**src/rtl/timed_serdes_pkg.sv**
```systemverilog
// Shared constants and types for the timed serializing pin port
package timed_serdes_pkg;

  // ----------------------------------------
  // Sizes
  // ----------------------------------------
  localparam int NUM_CLKBLK = 6;
  localparam int CNT_W = 16;
  localparam int XFER_W = 32;
  localparam int DIV_W = 8;
  localparam int SEL_W = 3;

  // ----------------------------------------
  // Reset values
  // ----------------------------------------
  localparam logic [SEL_W-1:0] CLKBLK_RESET = 3'h0;
  localparam logic [CNT_W-1:0] CNT_RESET = 16'h0000;
  localparam logic [CNT_W-1:0] CNT_ONE = 16'h0001;
  localparam logic [XFER_W-1:0] XFER_RESET = 32'h00000000;

  // ----------------------------------------
  // Reference clock timing
  // ----------------------------------------
  localparam longint CLK_HZ = 50_000_000;
  localparam longint REF_HZ = 100_000_000;
  // Reference slower than clk divides down; faster saturates at one tick per cycle
  localparam int REF_PER = (CLK_HZ > REF_HZ) ? int'(CLK_HZ / REF_HZ) : 1;
  localparam logic [DIV_W-1:0] REF_DIV = DIV_W'(REF_PER - 1);

  // ----------------------------------------
  // Enumerations
  // ----------------------------------------
  typedef enum logic [1:0] {
    COND_NONE = 2'b00,
    COND_EQ = 2'b01,
    COND_NEQ = 2'b10
  } cond_mode_e;

  typedef enum logic [2:0] {
    OP_NONE = 3'b000,
    OP_OUT = 3'b001,
    OP_IN = 3'b010,
    OP_GET_TS = 3'b011,
    OP_GET_CNT = 3'b100
  } port_op_e;

  typedef enum logic [1:0] {
    XS_IDLE = 2'b00,
    XS_WAIT = 2'b01,
    XS_SHIFT = 2'b10
  } xfer_state_e;

  // ----------------------------------------
  // Carriers
  // ----------------------------------------
  typedef struct packed {
    logic dir_out;
    logic open_drain;
    logic [SEL_W-1:0] clk_sel;
    cond_mode_e cond_mode;
    logic [XFER_W-1:0] cond_val;
    logic strobe_in_en;
    logic strobe_out_en;
  } port_cfg_s;

  typedef struct packed {
    port_op_e op;
    logic [XFER_W-1:0] data;
    logic timed;
    logic [CNT_W-1:0] time_at;
  } port_req_s;

  typedef struct packed {
    logic ack;
    logic ready;
    logic [XFER_W-1:0] data;
  } port_rsp_s;

  typedef struct packed {
    logic ext_src;
    logic [DIV_W-1:0] div;
  } clkblk_cfg_s;

endpackage

```
**src/rtl/clock_block.sv**
```systemverilog
// Programmable clock block producing a one-cycle tick
`timescale 1ns/1ps
module clock_block
  import timed_serdes_pkg::*;
(
  input wire logic clk,
  input wire logic rst_n,
  input wire logic ext_src,
  input wire logic ext_pin,
  input wire logic [DIV_W-1:0] div,
  output logic tick
);

  // ----------------------------------------
  // Source edge and divider
  // ----------------------------------------
  logic ext_d_r;
  logic [DIV_W-1:0] div_cnt_r;
  logic tick_r;

  wire ext_rise = ext_pin & ~ext_d_r;
  wire src_edge = ext_src ? ext_rise : 1'b1;
  wire div_done = (div_cnt_r >= div);

  always_ff @(posedge clk or negedge rst_n) begin
    if (!rst_n) begin
      ext_d_r <= 1'b0;
      div_cnt_r <= '0;
      tick_r <= 1'b0;
    end else begin
      ext_d_r <= ext_pin;
      tick_r <= src_edge & div_done;
      if (src_edge) begin
        div_cnt_r <= div_done ? '0 : div_cnt_r + 1'b1;
      end
    end
  end

  assign tick = tick_r;

endmodule

```
**src/rtl/timed_serdes_pin_port.sv**
```systemverilog
// Timed serializing pin port with clock blocks and pin sharing
`timescale 1ns/1ps
module timed_serdes_pin_port
  import timed_serdes_pkg::*;
#(
  parameter int WIDTH = 4
)(
  input wire logic clk,
  input wire logic rst_n,
  input wire port_cfg_s cfg,
  input wire clkblk_cfg_s [NUM_CLKBLK-1:0] clkblk_cfg,
  input wire logic [NUM_CLKBLK-1:0] clk_src_pin,
  input wire logic link_en,
  input wire logic [WIDTH-1:0] claim_mask,
  input wire port_req_s req,
  output port_rsp_s rsp,
  input wire logic [WIDTH-1:0] pin_in,
  output logic [WIDTH-1:0] pin_out,
  output logic [WIDTH-1:0] pin_oe_n,
  input wire logic strobe_in,
  output logic strobe_out,
  output logic event_out
);

  // ----------------------------------------
  // Elaboration checks
  // ----------------------------------------
  localparam int RATIO = XFER_W / WIDTH;
  localparam int SH_W = $clog2(RATIO) + 1;
  localparam logic [SH_W-1:0] SH_LAST = SH_W'(RATIO - 1);
  localparam logic [SH_W-1:0] SH_ONE = SH_W'(1);

  generate
    if (!(WIDTH == 1 || WIDTH == 4 || WIDTH == 8 || WIDTH == 16 ||
          WIDTH == 32)) begin : g_bad_width
      $error("Port width must be 1, 4, 8, 16 or 32");
    end
  endgenerate

  // ----------------------------------------
  // State
  // ----------------------------------------
  port_cfg_s cfg_r;
  xfer_state_e state_r;
  xfer_state_e state_nxt;
  logic [CNT_W-1:0] cnt_r;
  logic [CNT_W-1:0] ts_r;
  logic [CNT_W-1:0] time_r;
  logic timed_r;
  logic [XFER_W-1:0] xfer_r;
  logic full_r;
  logic [XFER_W-1:0] sh_r;
  logic [SH_W-1:0] sh_cnt_r;
  logic [WIDTH-1:0] pin_out_r;
  logic [WIDTH-1:0] pin_oe_n_r;
  logic [WIDTH-1:0] drv_val_r;
  logic strobe_out_r;
  logic strobe_due_r;
  logic event_r;
  port_rsp_s rsp_r;

  // ----------------------------------------
  // Clock blocks
  // ----------------------------------------
  logic [NUM_CLKBLK-1:0] blk_tick;

  generate
    for (genvar b = 0; b < NUM_CLKBLK; b++) begin : g_clkblk
      // Block zero is pinned to the reference clock
      wire use_ext = (b == 0) ? 1'b0 : clkblk_cfg[b].ext_src;
      wire [DIV_W-1:0] use_div = (b == 0) ? REF_DIV : clkblk_cfg[b].div;
      clock_block u_blk (
        .clk(clk),
        .rst_n(rst_n),
        .ext_src(use_ext),
        .ext_pin(clk_src_pin[b]),
        .div(use_div),
        .tick(blk_tick[b])
      );
    end
  endgenerate

  // Out-of-range selection falls back to the reference block
  wire sel_ok = (cfg_r.clk_sel < SEL_W'(NUM_CLKBLK));
  wire tick = sel_ok ? blk_tick[cfg_r.clk_sel] : blk_tick[0];

  // ----------------------------------------
  // Pin ownership and conditions
  // ----------------------------------------
  wire [WIDTH-1:0] own = ~(claim_mask | {WIDTH{link_en}});
  // Unowned bits read as zero so the word keeps its full width
  wire [WIDTH-1:0] pin_val = pin_in & own;
  wire [WIDTH-1:0] cond_val = cfg_r.cond_val[WIDTH-1:0];
  wire cond_eq = (pin_val == cond_val);
  wire cond_hit = (cfg_r.cond_mode == COND_EQ) ? cond_eq :
                  (cfg_r.cond_mode == COND_NEQ) ? !cond_eq : 1'b1;
  wire strobe_ok = !cfg_r.strobe_in_en || strobe_in;
  wire time_ok = !timed_r || (cnt_r == time_r);

  // ----------------------------------------
  // Request decode
  // ----------------------------------------
  wire is_out = cfg_r.dir_out;
  wire op_out = (req.op == OP_OUT) && is_out;
  wire op_in = (req.op == OP_IN) && !is_out;
  wire out_take = op_out && !full_r;
  wire in_arm = op_in && !full_r && req.timed;

  // ----------------------------------------
  // Transfer paths
  // ----------------------------------------
  wire out_start = is_out && tick && full_r && time_ok &&
                   (state_r != XS_SHIFT);
  wire out_step = is_out && tick && (state_r == XS_SHIFT);
  wire out_last = out_step && (sh_cnt_r == SH_ONE);
  wire in_take = !is_out && tick && strobe_ok && cond_hit && time_ok;
  wire in_done = in_take && (sh_cnt_r == SH_LAST);
  wire [XFER_W-1:0] in_word = (sh_r >> WIDTH) | (XFER_W'(pin_val) << (XFER_W - WIDTH));
  wire [XFER_W-1:0] out_shift = (XFER_W == WIDTH) ? sh_r :
                                (sh_r >> WIDTH);
  wire [WIDTH-1:0] slice_nxt = out_start ? xfer_r[WIDTH-1:0] :
                               out_shift[WIDTH-1:0];
  wire full_set = in_done;
  wire full_clr = out_start || (op_in && full_r);

  always_comb begin
    state_nxt = state_r;
    case (state_r)
      XS_IDLE: begin
        if (is_out && full_r && timed_r && !time_ok) begin
          state_nxt = XS_WAIT;
        end else if (out_start && RATIO > 1) begin
          state_nxt = XS_SHIFT;
        end
      end
      XS_WAIT: begin
        if (out_start) begin
          state_nxt = (RATIO > 1) ? XS_SHIFT : XS_IDLE;
        end else if (!is_out) begin
          state_nxt = XS_IDLE;
        end
      end
      XS_SHIFT: begin
        if (out_last || !is_out) begin
          state_nxt = XS_IDLE;
        end
      end
      default: state_nxt = XS_IDLE;
    endcase
  end

  // ----------------------------------------
  // Configuration and counter
  // ----------------------------------------
  always_ff @(posedge clk or negedge rst_n) begin
    if (!rst_n) begin
      cfg_r <= '0;
      cfg_r.clk_sel <= CLKBLK_RESET;
      cnt_r <= CNT_RESET;
      state_r <= XS_IDLE;
    end else begin
      cfg_r <= cfg;
      state_r <= state_nxt;
      if (tick) begin
        cnt_r <= cnt_r + CNT_ONE;
      end
    end
  end

  // ----------------------------------------
  // Transfer register and serializer
  // ----------------------------------------
  always_ff @(posedge clk or negedge rst_n) begin
    if (!rst_n) begin
      xfer_r <= XFER_RESET;
      full_r <= 1'b0;
      sh_r <= XFER_RESET;
      sh_cnt_r <= '0;
      ts_r <= CNT_RESET;
      time_r <= CNT_RESET;
      timed_r <= 1'b0;
    end else begin
      // A word landing in the same cycle as a read keeps the flag set
      if (full_set) begin
        full_r <= 1'b1;
      end else if (full_clr) begin
        full_r <= 1'b0;
      end
      if (out_take) begin
        xfer_r <= req.data;
        full_r <= 1'b1;
        timed_r <= req.timed;
        time_r <= req.time_at;
      end else if (in_arm) begin
        timed_r <= 1'b1;
        time_r <= req.time_at;
      end
      if (out_start) begin
        sh_r <= xfer_r;
        sh_cnt_r <= SH_LAST;
        ts_r <= cnt_r;
        timed_r <= 1'b0;
      end else if (out_step) begin
        sh_r <= out_shift;
        sh_cnt_r <= sh_cnt_r - SH_ONE;
      end else if (in_take) begin
        sh_r <= in_word;
        sh_cnt_r <= in_done ? '0 : sh_cnt_r + SH_ONE;
        // The start time gates only the first slice; a fresh arm survives
        timed_r <= in_arm;
        if (in_done) begin
          xfer_r <= in_word;
          ts_r <= cnt_r;
        end
      end
    end
  end

  // ----------------------------------------
  // Pin drivers
  // ----------------------------------------
  generate
    for (genvar i = 0; i < WIDTH; i++) begin : g_pin
      // Open drain drives only zeros; a one leaves the pin floating
      wire drv_on = is_out && own[i] &&
                    (!cfg_r.open_drain || !drv_val_r[i]);
      always_ff @(posedge clk or negedge rst_n) begin
        if (!rst_n) begin
          pin_out_r[i] <= 1'b0;
          pin_oe_n_r[i] <= 1'b1;
        end else begin
          pin_out_r[i] <= cfg_r.open_drain ? 1'b0 : drv_val_r[i];
          pin_oe_n_r[i] <= !drv_on;
        end
      end
    end
  endgenerate

  always_ff @(posedge clk or negedge rst_n) begin
    if (!rst_n) begin
      drv_val_r <= '0;
      strobe_due_r <= 1'b0;
      strobe_out_r <= 1'b0;
    end else begin
      if (out_start || out_step) begin
        drv_val_r <= slice_nxt;
      end
      if (tick) begin
        strobe_due_r <= cfg_r.strobe_out_en && (out_start || out_step);
      end
      strobe_out_r <= strobe_due_r;
    end
  end

  // ----------------------------------------
  // Events and processor answers
  // ----------------------------------------
  always_ff @(posedge clk or negedge rst_n) begin
    if (!rst_n) begin
      event_r <= 1'b0;
      rsp_r <= '0;
    end else begin
      event_r <= in_done;
      rsp_r.ack <= (req.op != OP_NONE);
      rsp_r.ready <= 1'b0;
      rsp_r.data <= XFER_RESET;
      case (req.op)
        OP_OUT: rsp_r.ready <= out_take;
        OP_IN: begin
          rsp_r.ready <= op_in && full_r;
          rsp_r.data <= xfer_r;
        end
        OP_GET_TS: begin
          rsp_r.ready <= 1'b1;
          rsp_r.data <= XFER_W'(ts_r);
        end
        OP_GET_CNT: begin
          rsp_r.ready <= 1'b1;
          rsp_r.data <= XFER_W'(cnt_r);
        end
        default: rsp_r.ready <= 1'b0;
      endcase
    end
  end

  assign rsp = rsp_r;
  assign pin_out = pin_out_r;
  assign pin_oe_n = pin_oe_n_r;
  assign strobe_out = strobe_out_r;
  assign event_out = event_r;
endmodule

```
**config.mk**
```make
export PLATFORM = sky130hd
export DESIGN_NAME = timed_serdes_pin_port
export DESIGN_NICKNAME = d
export VERILOG_FILES = /design/src/rtl/timed_serdes_pkg.sv /design/src/rtl/clock_block.sv /design/src/rtl/timed_serdes_pin_port.sv
export SDC_FILE = /design/constraint.sdc
export NUM_CORES = 1
export LEC_CHECK = 0
export BUFFER_PORTS_ARGS = -buffer_cell sky130_fd_sc_hd__buf_2
export CORE_ASPECT_RATIO = 1.1
export CORE_UTILIZATION = 56
export DETAILED_ROUTE_END_ITERATION = 8
export PLACE_DENSITY_LB_ADDON = 0.05
export SLEW_MARGIN = 20
export SYNTH_ARGS = -nofsm -noshare
export SYNTH_HDL_FRONTEND = slang
export SYNTH_SLANG_ARGS = --single-unit
```
**constraint.sdc**
```tcl
create_clock -name clk -period 3 [get_ports clk]
set_input_delay 0.3 -clock clk [delete_from_list [all_inputs] [get_ports clk]]
set_output_delay 0.3 -clock clk [all_outputs]
set_load 0.02 [all_outputs]
```
== Yosys cells after proc, flatten, opt, wreduce, memory -nomap -nowiden ==
Index checks and enable logic that the tools add are counted.

* Output and inout port bits: 44
* Logic and storage cells: 219
* Register bits after elaboration: 241
* Bits of input ports: 165

* Add/subtract/negate cells: 9
* Multiplexer cells: 55
* Equality and inequality tests: 17
* Reductions and logical operators: 63
* Order comparisons: 8
* Bitwise operators: 19

{| class="wikitable"
|+ Operator list
! operator !! number
|-
| 32-bit 2-to-1 mux || 8
|-
| 16-bit 2-to-1 mux || 6
|-
| 32-bit one-hot mux with 3 select lines || 1
|-
| 8-bit by 1-bit adder with 8-bit output (second input constant) || 6
|-
| 8-bit 2-to-1 mux || 6
|-
| 8-bit >= comparator || 5
|-
| 28-bit by 32-bit OR with 32-bit output || 1
|-
| 1-bit logical AND || 29
|-
| 1-bit 2-to-1 mux || 21
|-
| 4-bit 2-to-1 mux || 5
|-
| 16-bit by 1-bit adder with 16-bit output (second input constant) || 1
|-
| 16-bit equality test || 1
|-
| 1-bit zero test || 15
|-
| 1-bit bitwise AND || 10
|-
| 2-bit 2-to-1 mux || 5
|-
| 1-bit logical OR || 9
|-
| 3-bit nonzero test || 3
|-
| 8-bit by 1-bit >= comparator with 1-bit output (second input constant) || 1
|-
| 3-bit by 2-bit equality test with 1-bit output (second input constant) || 2
|-
| 3-bit != test (second input constant) || 2
|-
| 2-bit one-hot mux with 3 select lines || 1
|-
| 3-bit AND reduction || 2
|-
| 2-bit nonzero test || 3
|-
| 1-bit inverter || 5
|-
| 20 further kinds || 23
|}

== Longest topological paths before layout ==
Gate-level depths: netlist of run 1.

* Depth in word-level cells: 14
* Depth in mapped cells: 12
* Depth with buffers taken out: 10

== Modules after synthesis ==
Synthesis of run 1 repeated with hierarchy kept, for this count alone.

* Cell total of the unflattened synthesis: 1195
* Area total of the unflattened synthesis: 12644.6 um^2

{| class="wikitable"
|+ Modules (own cells, without submodules)
! module !! seq. area each (um^2) !! times used !! cells an instance !! area each (um^2)
|-
| timed_serdes_pin_port || 4459.3 || 1 || 721 || 8035.2
|-
| clock_block || 250.2 || 6 || 79 || 768.2
|}

== Least setup slack after synthesis of run 1 ==
Ideal clock, no wire load.

* Kind: reg2reg
* Start: reg cnt_r[8]
* End: reg ts_r[13]
* Clock period less this slack: 2609 ps
* Buffers on the path: 2
* Arrival: 2481 ps
* Cell stages (with the launch flop): 11
* Path slack: 391 ps
* Required time: 2872 ps
* Library setup time: 128 ps
* Path through: dfrtp_1 -> buf_6 -> xnor2_1 -> nand4_1 -> o41ai_2 -> nand3_1 -> nor3_4 -> nand4b_4 -> nand2_2 -> buf_4 -> mux2_1

* Word-level cells in the longest chain between the ends: 6
* Elaborated cells on any way between the ends: 11
* Classes of those cells: 2 x eq/ne; 1 x mux; 8 x reduce/logical

{| class="wikitable"
|+ Ends and longest elaborated chain
! what !! RTL line !! text
|-
| start: declaration || timed_serdes_pin_port.sv:46 || <nowiki>logic [CNT_W-1:0] cnt_r;</nowiki>
|-
| start signal: assignment || timed_serdes_pin_port.sv:165 || <nowiki>cnt_r <= cnt_r + CNT_ONE;</nowiki>
|-
| 16-bit equality test * || timed_serdes_pin_port.sv:98 || <nowiki>wire time_ok = !timed_r || (cnt_r == time_r);</nowiki>
|-
| 1-bit logical OR * || timed_serdes_pin_port.sv:98 ||
|-
| 1-bit logical AND, on equally long branches || timed_serdes_pin_port.sv:112, timed_serdes_pin_port.sv:116 ||
|-
| 1-bit logical AND, on equally long branches || timed_serdes_pin_port.sv:112, timed_serdes_pin_port.sv:117 ||
|-
| 2-bit != test (no line) / 2-bit nonzero test (equally long branches) || - ||
|-
| 3-bit AND reduction (no line) || - ||
|-
| end signal: assignment || timed_serdes_pin_port.sv:201 || <nowiki>ts_r <= cnt_r;</nowiki>
|-
| end signal: assignment || timed_serdes_pin_port.sv:213 || <nowiki>ts_r <= cnt_r;</nowiki>
|-
| end: declaration || timed_serdes_pin_port.sv:47 || <nowiki>logic [CNT_W-1:0] ts_r;</nowiki>
|}

Every way passes the cells marked *; elsewhere a longest branch is shown, timed or not.
A chain may end at the register's enable or synchronous reset.

== Worst setup path in the final report of run 1 ==
* Start: reg cnt_r[9]
* End: reg sh_cnt_r[3]

* Word-level cells in the longest chain between the ends: 8
* Elaborated cells on any way between the ends: 11
* Classes of those cells: 1 x eq/ne; 4 x mux; 6 x reduce/logical

{| class="wikitable"
|+ Ends and longest elaborated chain
! what !! RTL line !! text
|-
| 16-bit equality test * || timed_serdes_pin_port.sv:98 ||
|-
| 1-bit logical OR * || timed_serdes_pin_port.sv:98 ||
|-
| 1-bit logical AND || timed_serdes_pin_port.sv:116 || <nowiki>wire in_take = !is_out && tick && strobe_ok && cond_hit && time_ok;</nowiki>
|-
| 1-bit logical AND || timed_serdes_pin_port.sv:117 || <nowiki>wire in_done = in_take && (sh_cnt_r == SH_LAST);</nowiki>
|-
| 4-bit 2-to-1 mux || timed_serdes_pin_port.sv:208 || <nowiki>sh_cnt_r <= in_done ? '0 : sh_cnt_r + SH_ONE;</nowiki>
|-
| 4-bit 2-to-1 mux || timed_serdes_pin_port.sv:206 || <nowiki>end else if (in_take) begin</nowiki>
|-
| 4-bit 2-to-1 mux || timed_serdes_pin_port.sv:203 || <nowiki>end else if (out_step) begin</nowiki>
|-
| 4-bit 2-to-1 mux || timed_serdes_pin_port.sv:198 || <nowiki>if (out_start) begin</nowiki>
|-
| end signal: assignment || timed_serdes_pin_port.sv:205 || <nowiki>sh_cnt_r <= sh_cnt_r - SH_ONE;</nowiki>
|-
| end signal: assignment || timed_serdes_pin_port.sv:208 ||
|-
| end: declaration || timed_serdes_pin_port.sv:53 || <nowiki>logic [SH_W-1:0] sh_cnt_r;</nowiki>
|}

Every way passes the cells marked *; elsewhere a longest branch is shown, timed or not. The select of a mux whose other input is x is not followed.

==> impl_metrics.csv, run 1 <==
group,metric,value,unit
critical_path,cpLargestDelayFamily,"simple AND/OR/NAND/NOR gates",
yosys,ys_seq_area_share,52.3,%
yosys,syn_area,0.0110,mm^2
yosys,synth_ff_type,"dfrtp_1",
outcome,status,"finished, final reports clean",
yosys,yosys_warnings,0,
power,power.total,10.5,mW
route,drc,0,
clock_network,root_buffer,"clkbuf_16",
run,maxCapViolCount,0,
global_routing,grtUsageTotal,23.9,%
timing,min_period_over_period,94.4,%
yosys,synth_edf_count,0,
timing,slew_violations,0,
yosys,synth_top_area_share,51.3,%
floorplanning,boundaryPins,209,
yosys,ys_types,56,
clock_network,cts-buffers-inserted,24,
placed_design,gp_congestion,0.819,
power,ir_drop,0.000406,V
timing,whs,10.6,ps
global_routing,overflow,0,
cells_and_area,num-nets-final,1450,
global_routing,grt_pass1_vias,7974,
critical_path,setup.worst_path.class,"reg2reg",
critical_path,cp_cell_sequence,"xnor2_1, nand4_1, o41ai_2, buf_4, nand3_1, or3b_2, buf_4, o211ai_1, nand2_1, a32o_1",
critical_path,cp-start-kind,"flop",
critical_path,max_stage_delay,520,ps
clock_network,cts_tree,"done",
timing,finalSetupViolations,0,
floorplanning,dieArea,0.0202,mm^2
yosys,syn_nets,1246,
cells_and_area,fill_cells,1519,
timing,hold_violations,0,
placed_design,detailedPlacementHpwl,16.0,mm
yosys,netlist_instances,1032,
route,drt_iter0_markers,318,
critical_path,worst_path_most_repeated_cell,"buf_4",
clock_network,h-tree-depth,1,
floorplanning,std_cell_rows,53,
global_routing,antenna_found_initial,6,
power,leakagePower,6.76,nW
route,firstDrtPassIters,4,
cells_and_area,register_area,0.00574,mm^2
route,routedWlPerCell,15.3,um
critical_path,cp_slowest_cell,"or3b_2",
timing,fmax,353,MHz
floorplanning,initial_core_util,57.3,%
timing,relSlewSlack,52.4,%
clock_network,clockBufferDepth,3,
power,p_per_area,793,mW/mm^2
clock_network,cts_repair_resize_count,0,
cells_and_area,drive_gt1_share,21.9,%
critical_path,path_max_fanout,21,
clock_network,clk_latency,510,ps
floorplanning,die_h,149,um
timing,fin_setup_tns,0,ps
floorplanning,fp.coreArea,0.0192,mm^2
global_routing,grt_max_degree,89,
timing,rsz0062_at_grt,"false",
clock_network,clk_pin_slew,60,ps
clock_network,clock-sinks,229,
hold_path,hold_class,"in2reg",
critical_path,cp-end-kind,"flop",
cells_and_area,syn_to_final_growth,20.5,%
yosys,synth_largest_area_cell,"dfrtp_1",
critical_path,cp_data_arrival_time,3220,ps
timing,post-route-min-period,2830,ps
critical_path,cp.required,3390,ps
placed_design,place.port_buffers,170,
yosys,syn_avg_cell_area,10.6,um^2
cells_and_area,layout_common_cells,"dfrtp_1, buf_2, nand2_1, mux2i_1, o21ai_0",
timing,tightestPinTransition,713,ps
timing,finClkSkew,9.70,ps
route,vias,8025,
cells_and_area,final_util,69.0,%
yosys,synth_area_leaders,"dfrtp_1, mux2i_1, ha_1",
global_routing,grt_first_pass_wirelength,38.4,mm
critical_path,cp.buffers_inverters,2,
route,drt-total-wl,23.0,mm
route,viasPerCell,5.34,
cells_and_area,final_common_cell,"dfrtp_1",
yosys,ys_seq_elements,229,
route,postRouteAntennaNets,0,
cells_and_area,multi_input_area,0.00483,mm^2
floorplanning,die_w,135,um
yosys,async_flop_share,100,%
==> synth_stat cells, types with 10 or more instances <==
library cell	number
ha_1	49
a21oi_1	54
xnor2_1	32
nand2_1	83
nor2b_1	14
nor3_1	11
nand3_1	32
buf_2	13
o21ai_1	11
nor2_1	75
inv_1	55
and3_1	16
mux2i_1	82
mux2_2	25
o21ai_0	81
nand4_1	11
mux2_1	10
dfrtp_1	225
clkbuf_1	23
and2_1	19
nand2b_1	19
==> routing by layer <==
| layer | wire length (um) | global-route usage [%] | vias to the layer above | share of wire, % |
|---|---|---|---|---|
| li1 | - | - | 3961 | - |
| met1 | 9990 | 30.6 | 3881 | 43 |
| met2 | 11600 | 41.7 | 141 | 51 |
| met3 | 941 | 3.98 | 38 | 4.1 |
| met4 | 433 | 6.69 | 4 | 1.9 |
| met5 | 26 | 0 | - | 0.11 |
==> power by group <==
part / total, mW / switching (mW) / internal [mW]
registers: 4.87 / 0.861 / 4.00
clock network: 2.93 / 1.15 / 1.78
logic: 2.69 / 1.33 / 1.37
total: 10.5 / 3.33 / 7.15
==> timing repair <==
action                     CTS  global route
hold endpoints to repair   104             0
setup buffers                0             2
setup endpoints to repair    0            14
hold buffers                20             0
==> per-stage QoR <==
step	cell area (um^2)	std cells	setup WS [ps]
floorplan	11000	1032	391
global placement	12200	1435	267
detailed placement	12200	1435	118
CTS	13200	1499	99.6
global route	13200	1503	2.71
finish	13200	1503	169
==> cell type report <==
type / instances / area share (%)
diodes: 2 / 0.0378
clock buffers: 39 / 5.35
clock inverters: 5 / 0.587
inverters: 56 / 1.59
multi-input cells: 705 / 36.5
flip-flops and latches: 229 / 43.4
well taps: 247 / 2.34
repair buffers: 220 / 10.2
==> path summary, 6_finish.rpt <==
kind                          startpoint           to  slack (ps)  depth (start not counted)
max                             cnt_r[9]  sh_cnt_r[3]         170                         10
min reg2reg                 strobe_due_r   strobe_out         370                          0
min in group asynchronous          rst_n      rsp[22]         380                          2
max reg2reg                     cnt_r[9]  sh_cnt_r[3]         170                         10
min                        claim_mask[0]  pin_oe_n[0]          10                          3
max in group asynchronous          rst_n    cnt_r[13]        1780                          3
==> flip-flops by register name, summed over array words and instances, names as in the netlist, 5 cells and up <==
name and flops:
g_clkblk.u_blk.div_cnt_r 40, rsp 34, xfer_r 32, sh_r 28
cnt_r 16, time_r 16, ts_r 16, cfg_r 12
g_clkblk.u_blk.tick 6, g_clkblk.u_blk.ext_d_r 5
==> worst min-delay path, delay by kind of cell <==
kind / cells / cell delay [ps]
buf+inv: 1 / 90
simple gates: 1 / 60
compound gates: 1 / 40
==> logic make-up after synthesis <==
group	synth area share, %
AO/OA/AOI/OAI	10.2
XOR/XNOR	3.19
adder cells (fa/ha/maj)	5.59
buffers and inverters	3.71
flip-flops	52.3
multiplexers	11.3
other	0.0342
AND/OR/NAND/NOR	13.7
Note: power is estimated with default switching activity, not from simulation.
==> inputs of run 2 (changes only) <==
- clock period: 3 -> 3.1 ns (I/O delays scaled with it)
==> impl_metrics.csv, run 2 (synthesis results as in run 1) <==
group,metric,value,unit
global_routing,grt.met2_usage,40.2,%
global_routing,met3_usage,3.53,%
clock_network,clk_pin_slew,60,ps
critical_path,cp_data_arrival_time,3130,ps
hold_path,hold_class,"in2reg",
floorplanning,die_w,135,um
timing,relSlewSlack,53.9,%
timing,finalSetupViolations,0,
power,clock_power_share,27.4,%
cells_and_area,stdcell_count,1504,
cells_and_area,layout_common_cells,"dfrtp_1, buf_2, nand2_1, mux2i_1, o21ai_0",
power,leakagePower,6.78,nW
power,ir_drop,0.000427,V
global_routing,grt_first_pass_wirelength,37.9,mm
clock_network,clk_latency,510,ps
power,p_per_area,762,mW/mm^2
cells_and_area,num-nets-final,1452,
critical_path,setup.worst_path.class,"reg2reg",
global_routing,grtUsageTotal,23.7,%
global_routing,met1_usage,31.5,%
critical_path,cp.required,3480,ps
placed_design,detailedPlacementHpwl,16.0,mm
global_routing,busiest_layer,"met2",
cells_and_area,largest_reg_flops,40,
power,power.internal,6.84,mW
route,drt-total-wl,23.0,mm
power,switching_share,32.1,%
clock_network,clock-sinks,229,
floorplanning,initial_core_util,57.3,%
floorplanning,dieArea,0.0202,mm^2
run,maxCapViolCount,0,
timing,min_period_over_period,88.7,%
cells_and_area,final_common_cell,"dfrtp_1",
route,drt_iter0_markers,376,
critical_path,path_max_fanout,16,
power,power_frac_seq,46.7,%
route,firstDrtPassIters,5,
clock_network,h-tree-depth,1,
timing,tightestPinTransition,690,ps
route,vias,8011,
cells_and_area,drive_gt1_share,22.3,%
global_routing,antenna_found_initial,3,
critical_path,cp-start-kind,"flop",
timing,hold_violations,0,
route,viasPerCell,5.33,
timing,finClkSkew,13.7,ps
timing,post-route-min-period,2750,ps
power,power.total,10.1,mW
placed_design,gp_congestion,0.809,
floorplanning,fp.coreArea,0.0192,mm^2
timing,fin_setup_tns,0,ps
timing,postLayoutSetupSlackWorst,351,ps
floorplanning,die_h,149,um
floorplanning,std_cell_rows,53,
global_routing,grt_pass1_vias,7849,
route,drc,0,
route,postRouteAntennaNets,0,
global_routing,overflow,0,
clock_network,clockBufferDepth,3,
critical_path,cp-end-kind,"flop",
route,routedWlPerCell,15.3,um
global_routing,grt_max_degree,70,
outcome,status,"finished, final reports clean",
placed_design,pre_cts_ws,216,ps
power,p_sw,3.24,mW
placed_design,place.port_buffers,170,
cells_and_area,syn_to_final_growth,20.5,%
cells_and_area,largest_register,"g_clkblk.u_blk.div_cnt_r",
clock_network,cts-buffers-inserted,24,
timing,slew_violations,0,
timing,fmax,364,MHz
timing,rsz0062_at_grt,"false",
floorplanning,boundaryPins,209,
clock_network,root_buffer,"clkbuf_16",
power,combPwrFrac,25.9,%
clock_network,cts_tree,"done",
placed_design,dp_cells,1438,
==> run 2: worst max-delay path, cell delays in order, from the launching register on <==
cell and delay (ps):
dfrtp_1 440, xnor2_1 160, nand4_1 190, o41ai_2 420, buf_4 190, nand3_1 150
nor3_4 250, nand4b_4 210, nand2_2 130, buf_12 160, mux2_1 330
==> run 2: power groups by stage <==
stage | Combinational, mW | Sequential [mW] | Clock (mW)
2_1_floorplan | 1.94 | 4.52 | 0
3_3_place_gp | 2.49 | 4.73 | 0
3_5_place_dp | 2.60 | 4.76 | 0
4_1_cts | 2.64 | 4.71 | 2.83
5_1_grt | 3.00 | 4.83 | 2.95
6_report | 2.61 | 4.71 | 2.76
==> run 2: final cells by class <==
type	instances	area (um^2)
Clock inverter	4	20.0
Multi-Input combinational cell	705	4830
Tap cell	247	309
Sequential cell	229	5740
Inverter	56	210
Clock buffer	39	748
Timing Repair Buffer	222	1360
Antenna cell	2	5.00
Fill cell	1495	5940
==> run 2: routing by layer <==
layer	wire (um)	vias to the layer above
met4	480	2
met1	9950	3852
met2	11600	152
li1	-	3967
met5	12	-
met3	954	38
==> run 2: timing repair <==
action                                 4_1_cts  5_1_grt
gates resized for setup                      0        1
endpoints found under the hold margin       77        0
buffers inserted                             0        1
hold buffers                                20        0
setup endpoints to repair                    0        3
==> run 2: worst paths after layout <==
path	from	end	slack, ps	cells past startpoint
worst min-delay path	claim_mask[3]	pin_oe_n[3]	20	3
worst min register to register	strobe_due_r	strobe_out	380	0
worst max-delay path	cnt_r[10]	ts_r[9]	350	10
min in group asynchronous	rst_n	rsp[22]	320	2
worst max register to register	cnt_r[10]	ts_r[9]	350	10
max in group asynchronous	rst_n	sh_r[10]	1900	3
==> run 2: metrics by stage <==
stage | hold WS [ps] | area [um^2] | util, %
finish | 19.5 | 13200 | 69.0
global route | 23.9 | 13200 | 69.0
CTS | 6.13 | 13200 | 68.9
detailed placement | 277 | 12200 | 63.9
global placement | 277 | 12200 | 63.9
floorplan | 14.4 | 11000 | -
